$ cat src/uart_irq_pkg.sv
// constants and carrier types for the per-channel interrupt logic
package uart_irq_pkg;

  // apb byte offsets of the channel registers
  localparam logic [7:0] MASK_OFS   = 8'h00;
  localparam logic [7:0] CAUSE_OFS  = 8'h04;
  localparam logic [7:0] LINE_OFS   = 8'h08;
  localparam logic [7:0] MODEM_OFS  = 8'h0C;
  localparam logic [7:0] CONFIG_OFS = 8'h10;

  // reset values
  localparam logic [7:0]  MASK_RST   = 8'h00;
  localparam logic [12:0] CONFIG_RST = 13'h0000;

  // config register field positions
  localparam int CFG_FIFO_EN  = 0;
  localparam int CFG_TX_TRIG  = 4;
  localparam int CFG_RX_TRIG  = 6;
  localparam int CFG_RS485    = 8;
  localparam int CFG_FLOW_SEL = 9;
  localparam int CFG_GATE     = 10;
  localparam int CFG_AUTO_OUT = 11;
  localparam int CFG_AUTO_IN  = 12;

  // mask register bit positions
  localparam int MSK_RX    = 0;
  localparam int MSK_TX    = 1;
  localparam int MSK_LINE  = 2;
  localparam int MSK_MODEM = 3;
  localparam int MSK_XOFF  = 5;
  localparam int MSK_OUTP  = 6;
  localparam int MSK_INP   = 7;

  // cause codes in bits 5:0
  localparam logic [5:0] CODE_LINE  = 6'h06;
  localparam logic [5:0] CODE_RX    = 6'h04;
  localparam logic [5:0] CODE_TMO   = 6'h0C;
  localparam logic [5:0] CODE_TX    = 6'h02;
  localparam logic [5:0] CODE_MODEM = 6'h00;
  localparam logic [5:0] CODE_XCHAR = 6'h10;
  localparam logic [5:0] CODE_FLOW  = 6'h20;
  localparam logic [5:0] CODE_NONE  = 6'h01;

  // fifo trigger levels
  localparam logic [5:0] RX_TRIG_0 = 6'd8;
  localparam logic [5:0] RX_TRIG_1 = 6'd16;
  localparam logic [5:0] RX_TRIG_2 = 6'd24;
  localparam logic [5:0] RX_TRIG_3 = 6'd28;
  localparam logic [5:0] TX_TRIG_0 = 6'd16;
  localparam logic [5:0] TX_TRIG_1 = 6'd8;
  localparam logic [5:0] TX_TRIG_2 = 6'd24;
  localparam logic [5:0] TX_TRIG_3 = 6'd30;

  // receive time-out in bit times
  localparam int TMO_CHARS      = 4;
  localparam int TMO_CHAR_BITS  = 10;
  localparam int TMO_EXTRA_BITS = 12;
  localparam logic [6:0] TMO_BITS = 7'(TMO_CHARS * TMO_CHAR_BITS + TMO_EXTRA_BITS);

  // status from the fifo, line and flow engines of the channel
  typedef struct packed {
    logic [5:0] rx_level;
    logic       rx_push;
    logic       rx_push_err;
    logic       rx_pop;
    logic [2:0] top_err;
    logic       overrun;
    logic       fifo_err_any;
    logic [5:0] tx_level;
    logic       tx_shift_empty;
    logic [7:0] modem_bits;
    logic       delta_set;
    logic       xoff_det;
    logic       xon_det;
    logic       special_det;
    logic [1:0] flow_out;
    logic       wake;
  } chan_status_t;

  // host accesses to registers held outside this block
  typedef struct packed {
    logic rx_holding_read;
    logic tx_holding_write;
    logic global_first_read;
  } host_strobe_t;

endpackage

$ cat src/uart_channel_irq.sv
// per-channel interrupt sources, priority encoder and apb register slave
//
// Added by the designer: the APB interface to the registers and the register offsets.
`timescale 1ns/1ps

// What this block does
// (RULE1) fifo mode: receive interrupt while rx level at or above trigger
// (RULE2) data-ready sets on a character entering the fifo, clears when empty
// (RULE3) host polls line-state with fifos on and mask bits 3:0 clear
// (RULE4) line-state shows overrun, top byte errors, tx empties, fifo error
// (RULE5) mask bit 7 interrupts on input flow pin rising; bits 7:5 need gate
// (RULE6) mask bit 6 interrupts on own output flow pin rising
// (RULE7) mask bit 5 enables the received xoff interrupt
// (RULE8) mask bit 3 interrupts on any modem-state change flag
// (RULE9) line interrupt on errored receive, again when it reaches the top
// (RULE10) errored byte behind clean top shows only fifo error bit 7
// (RULE11) tx interrupt: non-fifo on empty, fifo below trigger and empty
// (RULE12) auto rs-485 delays the second tx interrupt to shifter empty
// (RULE13) non-fifo: receive interrupt while holding register has a char
// (RULE14) time-out after four chars plus twelve bits, cleared by rx read
// (RULE15) flow pin interrupts only in auto flow, cleared by modem read
// (RULE16) wake-up shows code none, cleared by global source read
// (RULE17) line read clears line interrupt; rx clears below trigger
// (RULE18) cause read or tx write clears tx; modem read clears modem
// (RULE19) cause read clears xon/xoff; special also clears on next char
// (RULE20) cause codes per priority one to seven, 0x01 for none
// (RULE21) cause shows only highest pending source; others stay queued
// (RULE22) cause bits 7:6 read one with fifos enabled, else zero
// (RULE23) sources appear in cause register and encoded global output
// (RULE24) rx trigger from config bits 7:6 selects 8, 16, 24 or 28
// (RULE25) channel request high while any enabled source pending
module uart_channel_irq (
  input  wire logic                        sys_clk_in,
  input  wire logic                        rst_in,
  input  wire logic                        psel_in,
  input  wire logic                        penable_in,
  input  wire logic                        pwrite_in,
  input  wire logic [7:0]                  paddr_in,
  input  wire logic [31:0]                 pwdata_in,
  output logic      [31:0]                 prdata_out,
  output logic                             pready_out,
  output logic                             pslverr_out,
  input  wire logic                        bit_tick_in,
  input  wire logic [1:0]                  flow_pin_in,
  input  wire uart_irq_pkg::chan_status_t  status_in,
  input  wire uart_irq_pkg::host_strobe_t  strobe_in,
  output logic                             irq_out,
  output logic      [2:0]                  irq_level_out,
  output logic                             wake_out
);
  import uart_irq_pkg::*;

  logic [7:0]  interrupt_mask_reg;
  logic [12:0] config_reg;
  logic [7:0]  interrupt_cause_reg;
  logic [7:0]  cause_shown_reg;
  logic [7:0]  line_state_reg;
  logic [7:0]  modem_state_reg;
  logic [31:0] rdata_next;
  logic        err_next;
  logic [1:0]  pin_s1_reg;
  logic [1:0]  pin_s2_reg;
  logic [1:0]  pin_s3_reg;
  logic [1:0]  pin_level_reg;
  logic [1:0]  out_prev_reg;
  logic        data_ready_reg;
  logic        line_flag_reg;
  logic        tmo_flag_reg;
  logic        tx_flag_reg;
  logic        modem_flag_reg;
  logic        xchar_flag_reg;
  logic        special_reg;
  logic        flow_flag_reg;
  logic        wake_reg;
  logic [2:0]  top_err_prev_reg;
  logic        tx_below_prev_reg;
  logic        tx_done_prev_reg;
  logic [6:0]  tmo_cnt_reg;
  logic [5:0]  cause_next;
  logic [2:0]  level_next;
  logic        setup_phase;
  logic        access_done;
  logic        rd_cause;
  logic        rd_line;
  logic        rd_modem;
  logic        fifo_en;
  logic        gate;
  logic [7:0]  eff_mask;
  logic [5:0]  rx_trig;
  logic [5:0]  tx_trig;
  logic        rx_irq_lvl;
  logic        tx_below;
  logic        tx_done;
  logic        tx_event;
  logic        in_pin;
  logic        in_prev;
  logic        out_pin;
  logic        out_prev;
  logic        flow_event;

  assign fifo_en  = config_reg[CFG_FIFO_EN];
  assign gate     = config_reg[CFG_GATE];
  // enhanced mask bits are dead unless the feature gate is open
  assign eff_mask = {interrupt_mask_reg[7:5] & {3{gate}}, 1'b0, interrupt_mask_reg[3:0]}; // RULE5

  // apb: zero wait states, answer prepared during the setup cycle
  assign setup_phase = psel_in & ~penable_in;
  assign access_done = psel_in & penable_in & pready_out;
  assign rd_cause = access_done & ~pwrite_in & (paddr_in == CAUSE_OFS) & ~pslverr_out;
  assign rd_line  = access_done & ~pwrite_in & (paddr_in == LINE_OFS) & ~pslverr_out;
  assign rd_modem = access_done & ~pwrite_in & (paddr_in == MODEM_OFS) & ~pslverr_out;

  // trigger table; tx selection needs the feature gate
  always_comb begin
    case (config_reg[CFG_RX_TRIG +: 2]) // RULE24
      2'd0:    rx_trig = RX_TRIG_0;
      2'd1:    rx_trig = RX_TRIG_1;
      2'd2:    rx_trig = RX_TRIG_2;
      default: rx_trig = RX_TRIG_3;
    endcase
    case (gate ? config_reg[CFG_TX_TRIG +: 2] : 2'd0)
      2'd0:    tx_trig = TX_TRIG_0;
      2'd1:    tx_trig = TX_TRIG_1;
      2'd2:    tx_trig = TX_TRIG_2;
      default: tx_trig = TX_TRIG_3;
    endcase
  end

  // receive data: level in fifo mode, any char in non-fifo mode
  assign rx_irq_lvl = fifo_en ? (status_in.rx_level >= rx_trig) // RULE1
                              : (status_in.rx_level != 6'd0);   // RULE13

  // transmit events: one edge in non-fifo mode, two in fifo mode
  assign tx_below = fifo_en ? (status_in.tx_level < tx_trig) : 1'b0; // RULE11
  assign tx_done  = (status_in.tx_level == 6'd0) &
                    (~config_reg[CFG_RS485] | status_in.tx_shift_empty); // RULE12
  assign tx_event = (tx_below & ~tx_below_prev_reg) | (tx_done & ~tx_done_prev_reg); // RULE11

  // flow pin pair picked by the modem-control select bit
  assign in_pin     = pin_level_reg[config_reg[CFG_FLOW_SEL]];
  assign in_prev    = out_prev_reg[0];
  assign out_pin    = status_in.flow_out[config_reg[CFG_FLOW_SEL]];
  assign out_prev   = out_prev_reg[1];
  assign flow_event = (in_pin & ~in_prev & eff_mask[MSK_INP] & config_reg[CFG_AUTO_IN]) | // RULE5
                      (out_pin & ~out_prev & eff_mask[MSK_OUTP]
                       & config_reg[CFG_AUTO_OUT]); // RULE6

  // three-stage pin synchroniser; level moves once stages two and three agree
  always_ff @(posedge sys_clk_in) begin
    if (rst_in) begin
      pin_s1_reg    <= 2'h0;
      pin_s2_reg    <= 2'h0;
      pin_s3_reg    <= 2'h0;
      pin_level_reg <= 2'h0;
    end else begin
      pin_s1_reg <= flow_pin_in;
      pin_s2_reg <= pin_s1_reg;
      pin_s3_reg <= pin_s2_reg;
      for (int i = 0; i < 2; i++) begin
        if (pin_s2_reg[i] == pin_s3_reg[i]) begin
          pin_level_reg[i] <= pin_s3_reg[i];
        end
      end
    end
  end

  // edge history
  always_ff @(posedge sys_clk_in) begin
    if (rst_in) begin
      out_prev_reg      <= 2'h0;
      top_err_prev_reg  <= 3'h0;
      tx_below_prev_reg <= 1'b0;
      tx_done_prev_reg  <= 1'b1;
    end else begin
      out_prev_reg      <= {out_pin, in_pin};
      top_err_prev_reg  <= status_in.top_err;
      tx_below_prev_reg <= tx_below;
      tx_done_prev_reg  <= tx_done;
    end
  end

  // control registers written over apb
  always_ff @(posedge sys_clk_in) begin
    if (rst_in) begin
      interrupt_mask_reg <= MASK_RST;
      config_reg         <= CONFIG_RST;
    end else if (access_done & pwrite_in) begin
      if (paddr_in == MASK_OFS) begin
        // bit 4 reserved, upper bits only take with the gate open
        interrupt_mask_reg <= {gate ? pwdata_in[7:5] : interrupt_mask_reg[7:5],
                               1'b0, pwdata_in[3:0]}; // RULE5
      end
      if (paddr_in == CONFIG_OFS) begin
        config_reg <= pwdata_in[12:0];
      end
    end
  end

  // data ready: set wins over the empty clear
  always_ff @(posedge sys_clk_in) begin
    if (rst_in) begin
      data_ready_reg <= 1'b0;
    end else if (status_in.rx_push) begin
      data_ready_reg <= 1'b1; // RULE2
    end else if (status_in.rx_level == 6'd0) begin
      data_ready_reg <= 1'b0; // RULE2
    end
  end

  // line status: on errored arrival and again when an error reaches the top
  always_ff @(posedge sys_clk_in) begin
    if (rst_in) begin
      line_flag_reg <= 1'b0;
    end else if (status_in.rx_push_err | (|(status_in.top_err & ~top_err_prev_reg))) begin
      line_flag_reg <= 1'b1; // RULE9
    end else if (rd_line) begin
      line_flag_reg <= 1'b0; // RULE17
    end
  end

  // receive time-out counts bit ticks while data waits untouched
  always_ff @(posedge sys_clk_in) begin
    if (rst_in) begin
      tmo_cnt_reg  <= 7'h00;
      tmo_flag_reg <= 1'b0;
    end else begin
      if (status_in.rx_push | status_in.rx_pop | (status_in.rx_level == 6'd0)) begin
        tmo_cnt_reg <= 7'h00;
      end else if (bit_tick_in & (tmo_cnt_reg != TMO_BITS)) begin
        tmo_cnt_reg <= tmo_cnt_reg + 7'h01;
      end
      if (bit_tick_in & (tmo_cnt_reg == TMO_BITS - 7'h01) & ~status_in.rx_push
          & ~status_in.rx_pop & (status_in.rx_level != 6'd0)) begin
        tmo_flag_reg <= 1'b1; // RULE14
      end else if (strobe_in.rx_holding_read) begin
        tmo_flag_reg <= 1'b0; // RULE14
      end
    end
  end

  // transmit ready: cleared by tx write, or by a cause read that showed it
  always_ff @(posedge sys_clk_in) begin
    if (rst_in) begin
      tx_flag_reg <= 1'b0;
    end else if (tx_event) begin
      tx_flag_reg <= 1'b1; // RULE11
    end else if (strobe_in.tx_holding_write
                 | (rd_cause & (cause_shown_reg[5:0] == CODE_TX))) begin
      tx_flag_reg <= 1'b0; // RULE18
    end
  end

  // modem change and flow pin change both clear on a modem-state read
  always_ff @(posedge sys_clk_in) begin
    if (rst_in) begin
      modem_flag_reg <= 1'b0;
      flow_flag_reg  <= 1'b0;
    end else begin
      if (status_in.delta_set) begin
        modem_flag_reg <= 1'b1; // RULE8
      end else if (rd_modem) begin
        modem_flag_reg <= 1'b0; // RULE18
      end
      if (flow_event) begin
        flow_flag_reg <= 1'b1; // RULE15
      end else if (rd_modem) begin
        flow_flag_reg <= 1'b0; // RULE15
      end
    end
  end

  // xon/xoff/special: the special kind also clears on the next character
  always_ff @(posedge sys_clk_in) begin
    if (rst_in) begin
      xchar_flag_reg <= 1'b0;
      special_reg    <= 1'b0;
    end else if ((status_in.xoff_det | status_in.xon_det | status_in.special_det)
                 & eff_mask[MSK_XOFF]) begin
      xchar_flag_reg <= 1'b1; // RULE7
      special_reg    <= status_in.special_det;
    end else if ((rd_cause & (cause_shown_reg[5:0] == CODE_XCHAR))
                 | (special_reg & status_in.rx_push)) begin
      xchar_flag_reg <= 1'b0; // RULE19
      special_reg    <= 1'b0;
    end
  end

  // wake-up indication
  always_ff @(posedge sys_clk_in) begin
    if (rst_in) begin
      wake_reg <= 1'b0;
    end else if (status_in.wake) begin
      wake_reg <= 1'b1; // RULE16
    end else if (strobe_in.global_first_read) begin
      wake_reg <= 1'b0; // RULE16
    end
  end

  // priority encoder: only the highest enabled source is shown
  always_comb begin
    cause_next = CODE_NONE; // RULE16
    level_next = 3'd0;
    if (line_flag_reg & eff_mask[MSK_LINE]) begin
      cause_next = CODE_LINE; // RULE20
      level_next = 3'd1;
    end else if (rx_irq_lvl & eff_mask[MSK_RX]) begin
      cause_next = CODE_RX;
      level_next = 3'd2;
    end else if (tmo_flag_reg & eff_mask[MSK_RX]) begin
      cause_next = CODE_TMO;
      level_next = 3'd3;
    end else if (tx_flag_reg & eff_mask[MSK_TX]) begin
      cause_next = CODE_TX;
      level_next = 3'd4;
    end else if (modem_flag_reg & eff_mask[MSK_MODEM]) begin
      cause_next = CODE_MODEM;
      level_next = 3'd5;
    end else if (xchar_flag_reg) begin
      cause_next = CODE_XCHAR;
      level_next = 3'd6;
    end else if (flow_flag_reg) begin
      cause_next = CODE_FLOW;
      level_next = 3'd7;
    end
  end

  // status registers and outputs
  always_ff @(posedge sys_clk_in) begin
    if (rst_in) begin
      interrupt_cause_reg <= {2'b00, CODE_NONE};
      line_state_reg      <= 8'h60;
      modem_state_reg     <= 8'h00;
      irq_out             <= 1'b0;
      irq_level_out       <= 3'd0;
      wake_out            <= 1'b0;
    end else begin
      interrupt_cause_reg <= {{2{fifo_en}}, cause_next}; // RULE22
      line_state_reg      <= {status_in.fifo_err_any,                   // RULE10
                              tx_done & status_in.tx_shift_empty,       // RULE4
                              status_in.tx_level == 6'd0,
                              status_in.top_err,                        // RULE10
                              status_in.overrun,
                              data_ready_reg};
      modem_state_reg     <= status_in.modem_bits;
      irq_out             <= (level_next != 3'd0); // RULE25
      irq_level_out       <= level_next;           // RULE23
      wake_out            <= wake_reg;
    end
  end

  // read mux for the setup cycle
  always_comb begin
    rdata_next = 32'h0000_0000;
    err_next   = 1'b0;
    case (paddr_in)
      MASK_OFS:   rdata_next[7:0]  = interrupt_mask_reg;
      CAUSE_OFS:  rdata_next[7:0]  = interrupt_cause_reg; // RULE21
      LINE_OFS:   rdata_next[7:0]  = line_state_reg;      // RULE4
      MODEM_OFS:  rdata_next[7:0]  = modem_state_reg;
      CONFIG_OFS: rdata_next[12:0] = config_reg;
      default:    err_next         = 1'b1;
    endcase
  end

  // apb answer registers; cause seen by the host is frozen for its clear
  always_ff @(posedge sys_clk_in) begin
    if (rst_in) begin
      prdata_out      <= 32'h0000_0000;
      pready_out      <= 1'b0;
      pslverr_out     <= 1'b0;
      cause_shown_reg <= {2'b00, CODE_NONE};
    end else if (setup_phase) begin
      prdata_out      <= pwrite_in ? 32'h0000_0000 : rdata_next;
      pready_out      <= 1'b1;
      pslverr_out     <= err_next;
      cause_shown_reg <= interrupt_cause_reg; // RULE21
    end else begin
      pready_out  <= 1'b0;
      pslverr_out <= 1'b0;
    end
  end

endmodule // uart_channel_irq

$ cat config.mk
export PLATFORM = sky130hd
export DESIGN_NAME = uart_channel_irq
export DESIGN_NICKNAME = d
export VERILOG_FILES = /design/src/uart_irq_pkg.sv /design/src/uart_channel_irq.sv
export SDC_FILE = /design/constraint.sdc
export NUM_CORES = 1
export LEC_CHECK = 0
export BUFFER_PORTS_ARGS = -buffer_cell sky130_fd_sc_hd__buf_4
export CAP_MARGIN = 0
export CORE_UTILIZATION = 47
export DETAILED_ROUTE_END_ITERATION = 12
export GPL_ROUTABILITY_DRIVEN = 0
export PLACE_DENSITY = 0.81
export SYNTH_ARGS = -nofsm -noshare
export SYNTH_HDL_FRONTEND = slang
export SYNTH_SLANG_ARGS = --single-unit
$ cat constraint.sdc
create_clock -name sys_clk_in -period 1.8 [get_ports sys_clk_in]
set_input_delay 0.09 -clock sys_clk_in [delete_from_list [all_inputs] [get_ports sys_clk_in]]
set_output_delay 0.09 -clock sys_clk_in [all_outputs]
set_load 0.1 [all_outputs]
==> summary.md, run 1 <==
| Metric | Value |
|---|---|
| Status | `complete, but fails checks` |
| Failing checks | `design-rule violations, negative setup slack` |
| Worst hold path type | `in2reg` |
| Core area | `8806 µm²` |
| Final setup margin | `-0.09370 ns` |
| Seq/Total Area, Yosys | `44.91%` |
| Cell Int Power | `3059 µW` |
| YS warnings | `0` |
| Cells after Synth | `496` |
| Post-synth ARST share | `0%` |
| Setup total negative slack | `-0.3603 ns` |
| Area of the mapped netlist | `4324 µm²` |
| EDFF count, synth | `0` |
| DR vias/cell | `5.431` |
| Top_reg_cell synth | `dfxtp_1` |
| Worst endpoint data arrival time | `2.15 ns` |
| CTS sink cnt | `97` |
| VDD IR max | `0.4083 mV` |
| Setup-failing EPs final | `7` |
| Element type at the critical path end | `flip-flop` |
| I/O Buffers | `87` |
| Wire per inst | `15.22 µm` |
| Clock tree buffer depth | `2` |
| Die ar. | `9588 µm²` |
| Placed cells | `680` |
| Commonest non-fill, non-tap cell in the layout | `buf_4` |
| CTS HTree Levels | `3` |
| Clock power share | `33.6%` |
| Switching power total | `1130 µW` |
| Slew Limit Fails | `0` |
| PwrDens | `749.5 nW/µm²` |
| CTS tree | `built` |
| Synth Register Bits | `97` |
| DRC | `9` |
| Die width | `97.92 µm` |
| First-pass GRT wire length | `17,710 µm` |
| Comb power frac | `13.9%` |
| I/O Pins | `126` |
| Setup repair after global routing missed its margin | `true` |
| Final period utilization | `105.2%` |
| Clk slew on worst S/H paths | `0.09 ns` |
| Non-filler cells, final | `728` |
| ANT cells | `0` |
| Via count | `3,954` |
| Final hold viol count | `0` |
| Final min period | `1.894 ns` |
| Initial Util | `49.10%` |
| Nets | `710` |
| Startpoint Class | `flip-flop` |
| CTS Buf Count | `9` |
| Share of cells above drive strength 1 | `22.90%` |
| Slew headroom | `66.02%` |
| Register share of total power | `52.5%` |
| Area Overhead vs Synth | `29.25%` |
| Detailed-route wire length | `11,080 µm` |
| Power Total | `4189 µW` |
| Drt initial violations | `315` |
| Post-DP HPWL | `8039 µm` |
| Peak fanout along the critical path | `8` |
| Leakage | `0.002216 µW` |
| Worst-Margin Slew | `0.5033 ns` |
| Setup Crit Path Kind | `reg2reg` |
| Max Cap Violations | `0` |
| Worst-Skew Late Latency | `0.36 ns` |
| Net Sw Frac | `26.98%` |
| Root buf cell | `clkbuf_8` |
| Antenna violations before repair | `0` |
| Final ANT Viol Nets | `0` |
| Final setup skew | `0.009877 ns` |
| Avg Inst Size Synth | `8.718 µm²` |
| Required @ worst endpoint | `2.06 ns` |
| Detailed Routing Iterations Pass 1 | `9` |
| Max Fclk | `0.5281 GHz` |
| Largest net degree at the start of global routing | `46` |
| Number of global-route vias before repair | `3,788` |
| Most frequent cells in the layout | `buf_4, dfxtp_1, nand2_1` |
| Total grt overflow | `0` |
| Setup Buffers After CTS | `0` |
| Synth cell types | `63` |
| Std-Cell Rows | `34` |
| Die H | `97.92 µm` |
| Pre-CTS setup slack | `-0.07750 ns` |
| Post-Route Utilization | `63.47%` |
| GR Util All Layers | `23.27%` |
[power by group through the flow]
stage	registers, µW	clock network [µW]	logic (µW)
3_5_place_dp	2250	0	520
4_1_cts	2200	1430	576
2_1_floorplan	2260	0	357
5_1_grt	2200	1520	617
3_3_place_gp	2250	0	512
6_report	2200	1410	584
[critical path: stages, from the launching register on]
cell and delay [ns]:
dfxtp_2 0.34, and2_4 0.16, ha_4 0.25, or3b_4 0.36, a22oi_2 0.27, o311ai_4 0.16
a41o_1 0.27
[through the flow]
stage | hold WS, ns | instance area, µm²
after detailed placement | 0.3066 | 5024
after floorplan | 0.1973 | 4395
after CTS | 0.005303 | 5555
after global routing | 0.009017 | 5589
final | 0.008395 | 5589
after global placement | 0.2961 | 5024
[per-layer routing]
metal	GRT usage, %	share of wire [%]
met1	28.63	41
met2	40.90	51
met3	3.651	6.3
met4	8.741	1.8
met5	0	0
[cell usage after synthesis, types with 3 or more instances]
| cell | instances | area, µm² |
|---|---|---|
| xnor2_1 | 3 | 26.28 |
| nor3_2 | 3 | 30.03 |
| nor4_1 | 3 | 18.77 |
| buf_4 | 20 | 150.1 |
| nor2b_1 | 26 | 162.7 |
| nand2b_1 | 8 | 50.05 |
| nand3b_1 | 3 | 22.52 |
| ha_1 | 8 | 100.1 |
| nor2_1 | 35 | 131.4 |
| a31oi_1 | 3 | 18.77 |
| nor3_1 | 6 | 30.03 |
| inv_1 | 10 | 37.54 |
| o21ai_0 | 25 | 125.1 |
| clkbuf_1 | 14 | 52.55 |
| o21ai_1 | 8 | 40.04 |
| nand4_1 | 13 | 81.33 |
| dfxtp_1 | 97 | 1942 |
| buf_2 | 5 | 25.02 |
| nand2_1 | 51 | 191.4 |
| o31ai_1 | 4 | 30.03 |
| mux2i_1 | 17 | 170.2 |
| o2bb2ai_1 | 5 | 43.79 |
| nand3_1 | 27 | 135.1 |
| or3_1 | 3 | 18.77 |
| and3_1 | 3 | 18.77 |
| a21oi_1 | 49 | 245.2 |
[worst paths after layout]
path	cells past startpoint	to	from	slack (ns)
worst max register to register	6	interrupt_cause_reg[1]	config_reg[7]	-0.09
worst min-delay path	2	modem_state_reg[4]	status_in[11]	0.008
worst min register to register	1	pin_s2_reg[1]	pin_s1_reg[1]	0.45
worst max-delay path	6	interrupt_cause_reg[1]	config_reg[7]	-0.09
[area by class of cell]
type                       instances  area [µm²]
clock inverter                     3       21.27
timing repair buffer             134        1086
multi-input combinational        360        2170
sequential                        97        1948
tap                              108       135.1
inverter                          13       48.80
clock buffer                      13       180.2
fill                             732        3217
[cell families after synthesis]
kind of cell / share of synthesized area, %
DFF: 44.91
muxes: 4.456
adders and majority gates: 2.315
AOI/OAI and AO/OA: 15.97
xor gates and xnor gates: 0.8103
buffers and inverters: 7.436
and+or+nand+nor: 24.02
other: 0.08672
[timing repair]
action / in CTS / in global routing
resized for setup: 3 / 8
endpoints found under the setup margin: 8 / 10
hold endpoints to repair: 33 / 0
hold buffers: 32 / 0
pin swaps: 0 / 3
cloned: 0 / 0
(Power assumes the default switching activity.)
==> run 2, diff against run 1 <==
==> constraint.sdc (replaced) <==
create_clock -name sys_clk_in -period 1.6 [get_ports sys_clk_in]
set_input_delay 0.08 -clock sys_clk_in [delete_from_list [all_inputs] [get_ports sys_clk_in]]
set_output_delay 0.08 -clock sys_clk_in [all_outputs]
set_load 0.1 [all_outputs]
==> run 2 against run 1 <==
  * The run still ends with design-rule violations, negative setup slack left
  * Clock-buffer cell count shrank 1
  * Via count grew 4.3%
  * Hold slack is essentially flat
  * First-iteration DRC count shrank 4.1%
  * Wire length grew 4.1%
  * Core utilization grew 1.7 points
  * Critical endpoint is now interrupt_cause_reg[0]
  * Sequential share of layout area shrank 0.87 points
  * Worst setup slack lost 0.15 ns
  * Largest power group unchanged
  * Clock skew grew 0.0068 ns
==> summary.md, run 2 (same netlist as run 1, synthesis figures left out) <==
| Metric | Value |
|---|---|
| Root buf cell | `clkbuf_8 (unchanged)` |
| CTS sink cnt | `97 (unchanged)` |
| Antenna violations before repair | `0 (unchanged)` |
| Die ar. | `9588 µm² (unchanged)` |
| Status | `complete, but fails checks (unchanged)` |
| Worst-Skew Late Latency | `0.37 ns (was 0.36 ns)` |
| Worst hold path type | `in2reg (unchanged)` |
| Final setup skew | `0.01667 ns (was 0.009877 ns)` |
| Worst endpoint data arrival time | `2.11 ns (was 2.15 ns)` |
| GR Util All Layers | `24.50% (was 23.27%)` |
| CTS HTree Levels | `3 (unchanged)` |
| Final hold viol count | `0 (unchanged)` |
| Std-Cell Rows | `34 (unchanged)` |
| Crit-path slowest cell | `or3b_4 (unchanged)` |
| Fin area | `5739 µm² (was 5589 µm²)` |
| Setup-failing EPs final | `10 (was 7)` |
| Required @ worst endpoint | `1.86 ns (was 2.06 ns)` |
| Share of cells above drive strength 1 | `24.44% (was 22.90%)` |
| Leakage | `0.002272 µW (was 0.002216 µW)` |
| Wire per inst | `15.63 µm (was 15.22 µm)` |
| Failing checks | `design-rule violations, negative setup slack (unchanged)` |
| Area Overhead vs Synth | `32.73% (was 29.25%)` |
| First-pass GRT wire length | `18,480 µm (was 17,710 µm)` |
| PwrDens | `861.9 nW/µm² (was 749.5 nW/µm²)` |
| Worst-Margin Slew | `0.5250 ns (was 0.5033 ns)` |
| Initial Util | `49.10% (unchanged)` |
| Post-Route Utilization | `65.17% (was 63.47%)` |
| DRC | `10 (was 9)` |
| Via count | `4,123 (was 3,954)` |
| CP top delay family | `compound AO/OA/AOI/OAI gates (unchanged)` |
| Element type at the critical path end | `flip-flop (unchanged)` |
| CP bufs+invs | `0 (unchanged)` |
| Post-DP HPWL | `8011 µm (was 8039 µm)` |
| Setup repair after global routing missed its margin | `true (unchanged)` |
| Clock tree buffer depth | `2 (unchanged)` |
| Detailed-route wire length | `11,540 µm (was 11,080 µm)` |
| Die H | `97.92 µm (unchanged)` |
| Detailed Routing Iterations Pass 1 | `9 (unchanged)` |
| I/O Pins | `126 (unchanged)` |
| ANT cells | `0 (unchanged)` |
| Die width | `97.92 µm (unchanged)` |
| Core area | `8806 µm² (unchanged)` |
| Setup Buffers After CTS | `0 (unchanged)` |
| Peak fanout along the critical path | `8 (unchanged)` |
| Slew headroom | `64.68% (was 66.02%)` |
| Final setup margin | `-0.2482 ns (was -0.09370 ns)` |
| Largest net degree at the start of global routing | `28 (was 46)` |
| Worst-path cell chain | `and2_4 > ha_4 > or3b_4 > a22oi_2 > o311ai_4 > a31o_1 (was and2_4 > ha_4 > or3b_4 > a22oi_2 > o311ai_4 > a41o_1)` |
| Slew Limit Fails | `0 (unchanged)` |
| Commonest non-fill, non-tap cell in the layout | `buf_4 (unchanged)` |
| Most frequent cells in the layout | `buf_4, dfxtp_1, nand2_1 (unchanged)` |
| Final ANT Viol Nets | `0 (unchanged)` |
| Clk slew on worst S/H paths | `0.09 ns (about the same)` |
| Final min period | `1.848 ns (was 1.894 ns)` |
| DR vias/cell | `5.587 (was 5.431)` |
| Startpoint Class | `flip-flop (unchanged)` |
| CTS tree | `built (unchanged)` |
| Nets | `720 (was 710)` |
| Setup Crit Path Kind | `reg2reg (unchanged)` |
| Crit path largest cell delay | `0.37 ns (was 0.36 ns)` |
| Setup total negative slack | `-1.946 ns (was -0.3603 ns)` |
| Worst hold margin | `0.008855 ns (was 0.008395 ns)` |
| Max Fclk | `0.5411 GHz (was 0.5281 GHz)` |
| Final period utilization | `115.5% (was 105.2%)` |
| Total grt overflow | `0 (unchanged)` |
| I/O Buffers | `87 (unchanged)` |
| VDD IR max | `0.4885 mV (was 0.4083 mV)` |
| Post-place instance area | `5071 µm² (was 5024 µm²)` |
| Power Total | `4947 µW (was 4189 µW)` |
| Drt initial violations | `302 (was 315)` |
| Number of global-route vias before repair | `3,862 (was 3,788)` |
| Max Cap Violations | `0 (unchanged)` |
| CTS Buf Count | `9 (unchanged)` |
## run 2: cell count changes in the layout (fill, tap and decap cells not counted), sizes merged
cell	previous run	this run
buf	102	105
dlygate4sd3	32	39
bufinv	0	2
inv	12	13
clkbuf	13	12
clkinv	3	1
## run 2: timing repair
item                                    4_1_cts  5_1_grt
hold buffers                                 38        1
pin swaps                                     4        7
endpoints found under the setup margin       10       11
endpoints found under the hold margin        38        1
gates resized for setup                       3       12
## run 2: final timing paths
kind,from,endpoint,slack [ns],depth (start not counted)
setup / recovery,config_reg[7],interrupt_cause_reg[0],-0.25,6
hold reg to reg,pin_s1_reg[1],pin_s2_reg[1],0.45,1
setup reg to reg,config_reg[7],interrupt_cause_reg[0],-0.25,6
hold / removal,status_in[27],tmo_flag_reg,0.009,4
## run 2: power breakdown
part | total, µW | switching [µW] | internal [µW]
combinational | 681 | 428 | 253
sequential | 2470 | 18.2 | 2460
clock | 1790 | 825 | 968
total | 4950 | 1270 | 3680
## run 2: final cells by class
class                   count  area [µm²]
fillers                   707        3067
multi-input cells         360        2185
flip-flops and latches     97        1951
repair buffers            144        1191
clock buffers              12       155.1
well taps                 108       135.1
clock inverters             4       73.82
inverters                  13       48.80
## run 2: worst reg2reg max path, stage by stage (launching register included)
cell and delay (ns):
dfxtp_2 0.33, and2_4 0.16, ha_4 0.26, or3b_4 0.37
a22oi_2 0.25, o311ai_4 0.15, a31o_1 0.24
## run 2: routing by layer
metal | global-route usage (%) | vias to the layer above | share of wire [%] | wire length [µm]
li1 | - | 1962 | - | -
met1 | 30.09 | 1924 | 41 | 4690
met2 | 42.15 | 203 | 49 | 5665
met3 | 3.865 | 34 | 6.9 | 794
met4 | 11.19 | 0 | 3.4 | 388
met5 | 0 | - | 0 | 0
## run 2: metrics by stage
| stage | setup WS (ns) | instances |
|---|---|---|
| 2_1_floorplan | -0.1573 | 514 |
| 3_3_place_gp | -0.2218 | 683 |
| 3_5_place_dp | -0.2631 | 683 |
| 4_1_cts | -0.2328 | 737 |
| 5_1_grt | -0.3220 | 738 |
| 6_report | -0.2482 | 738 |
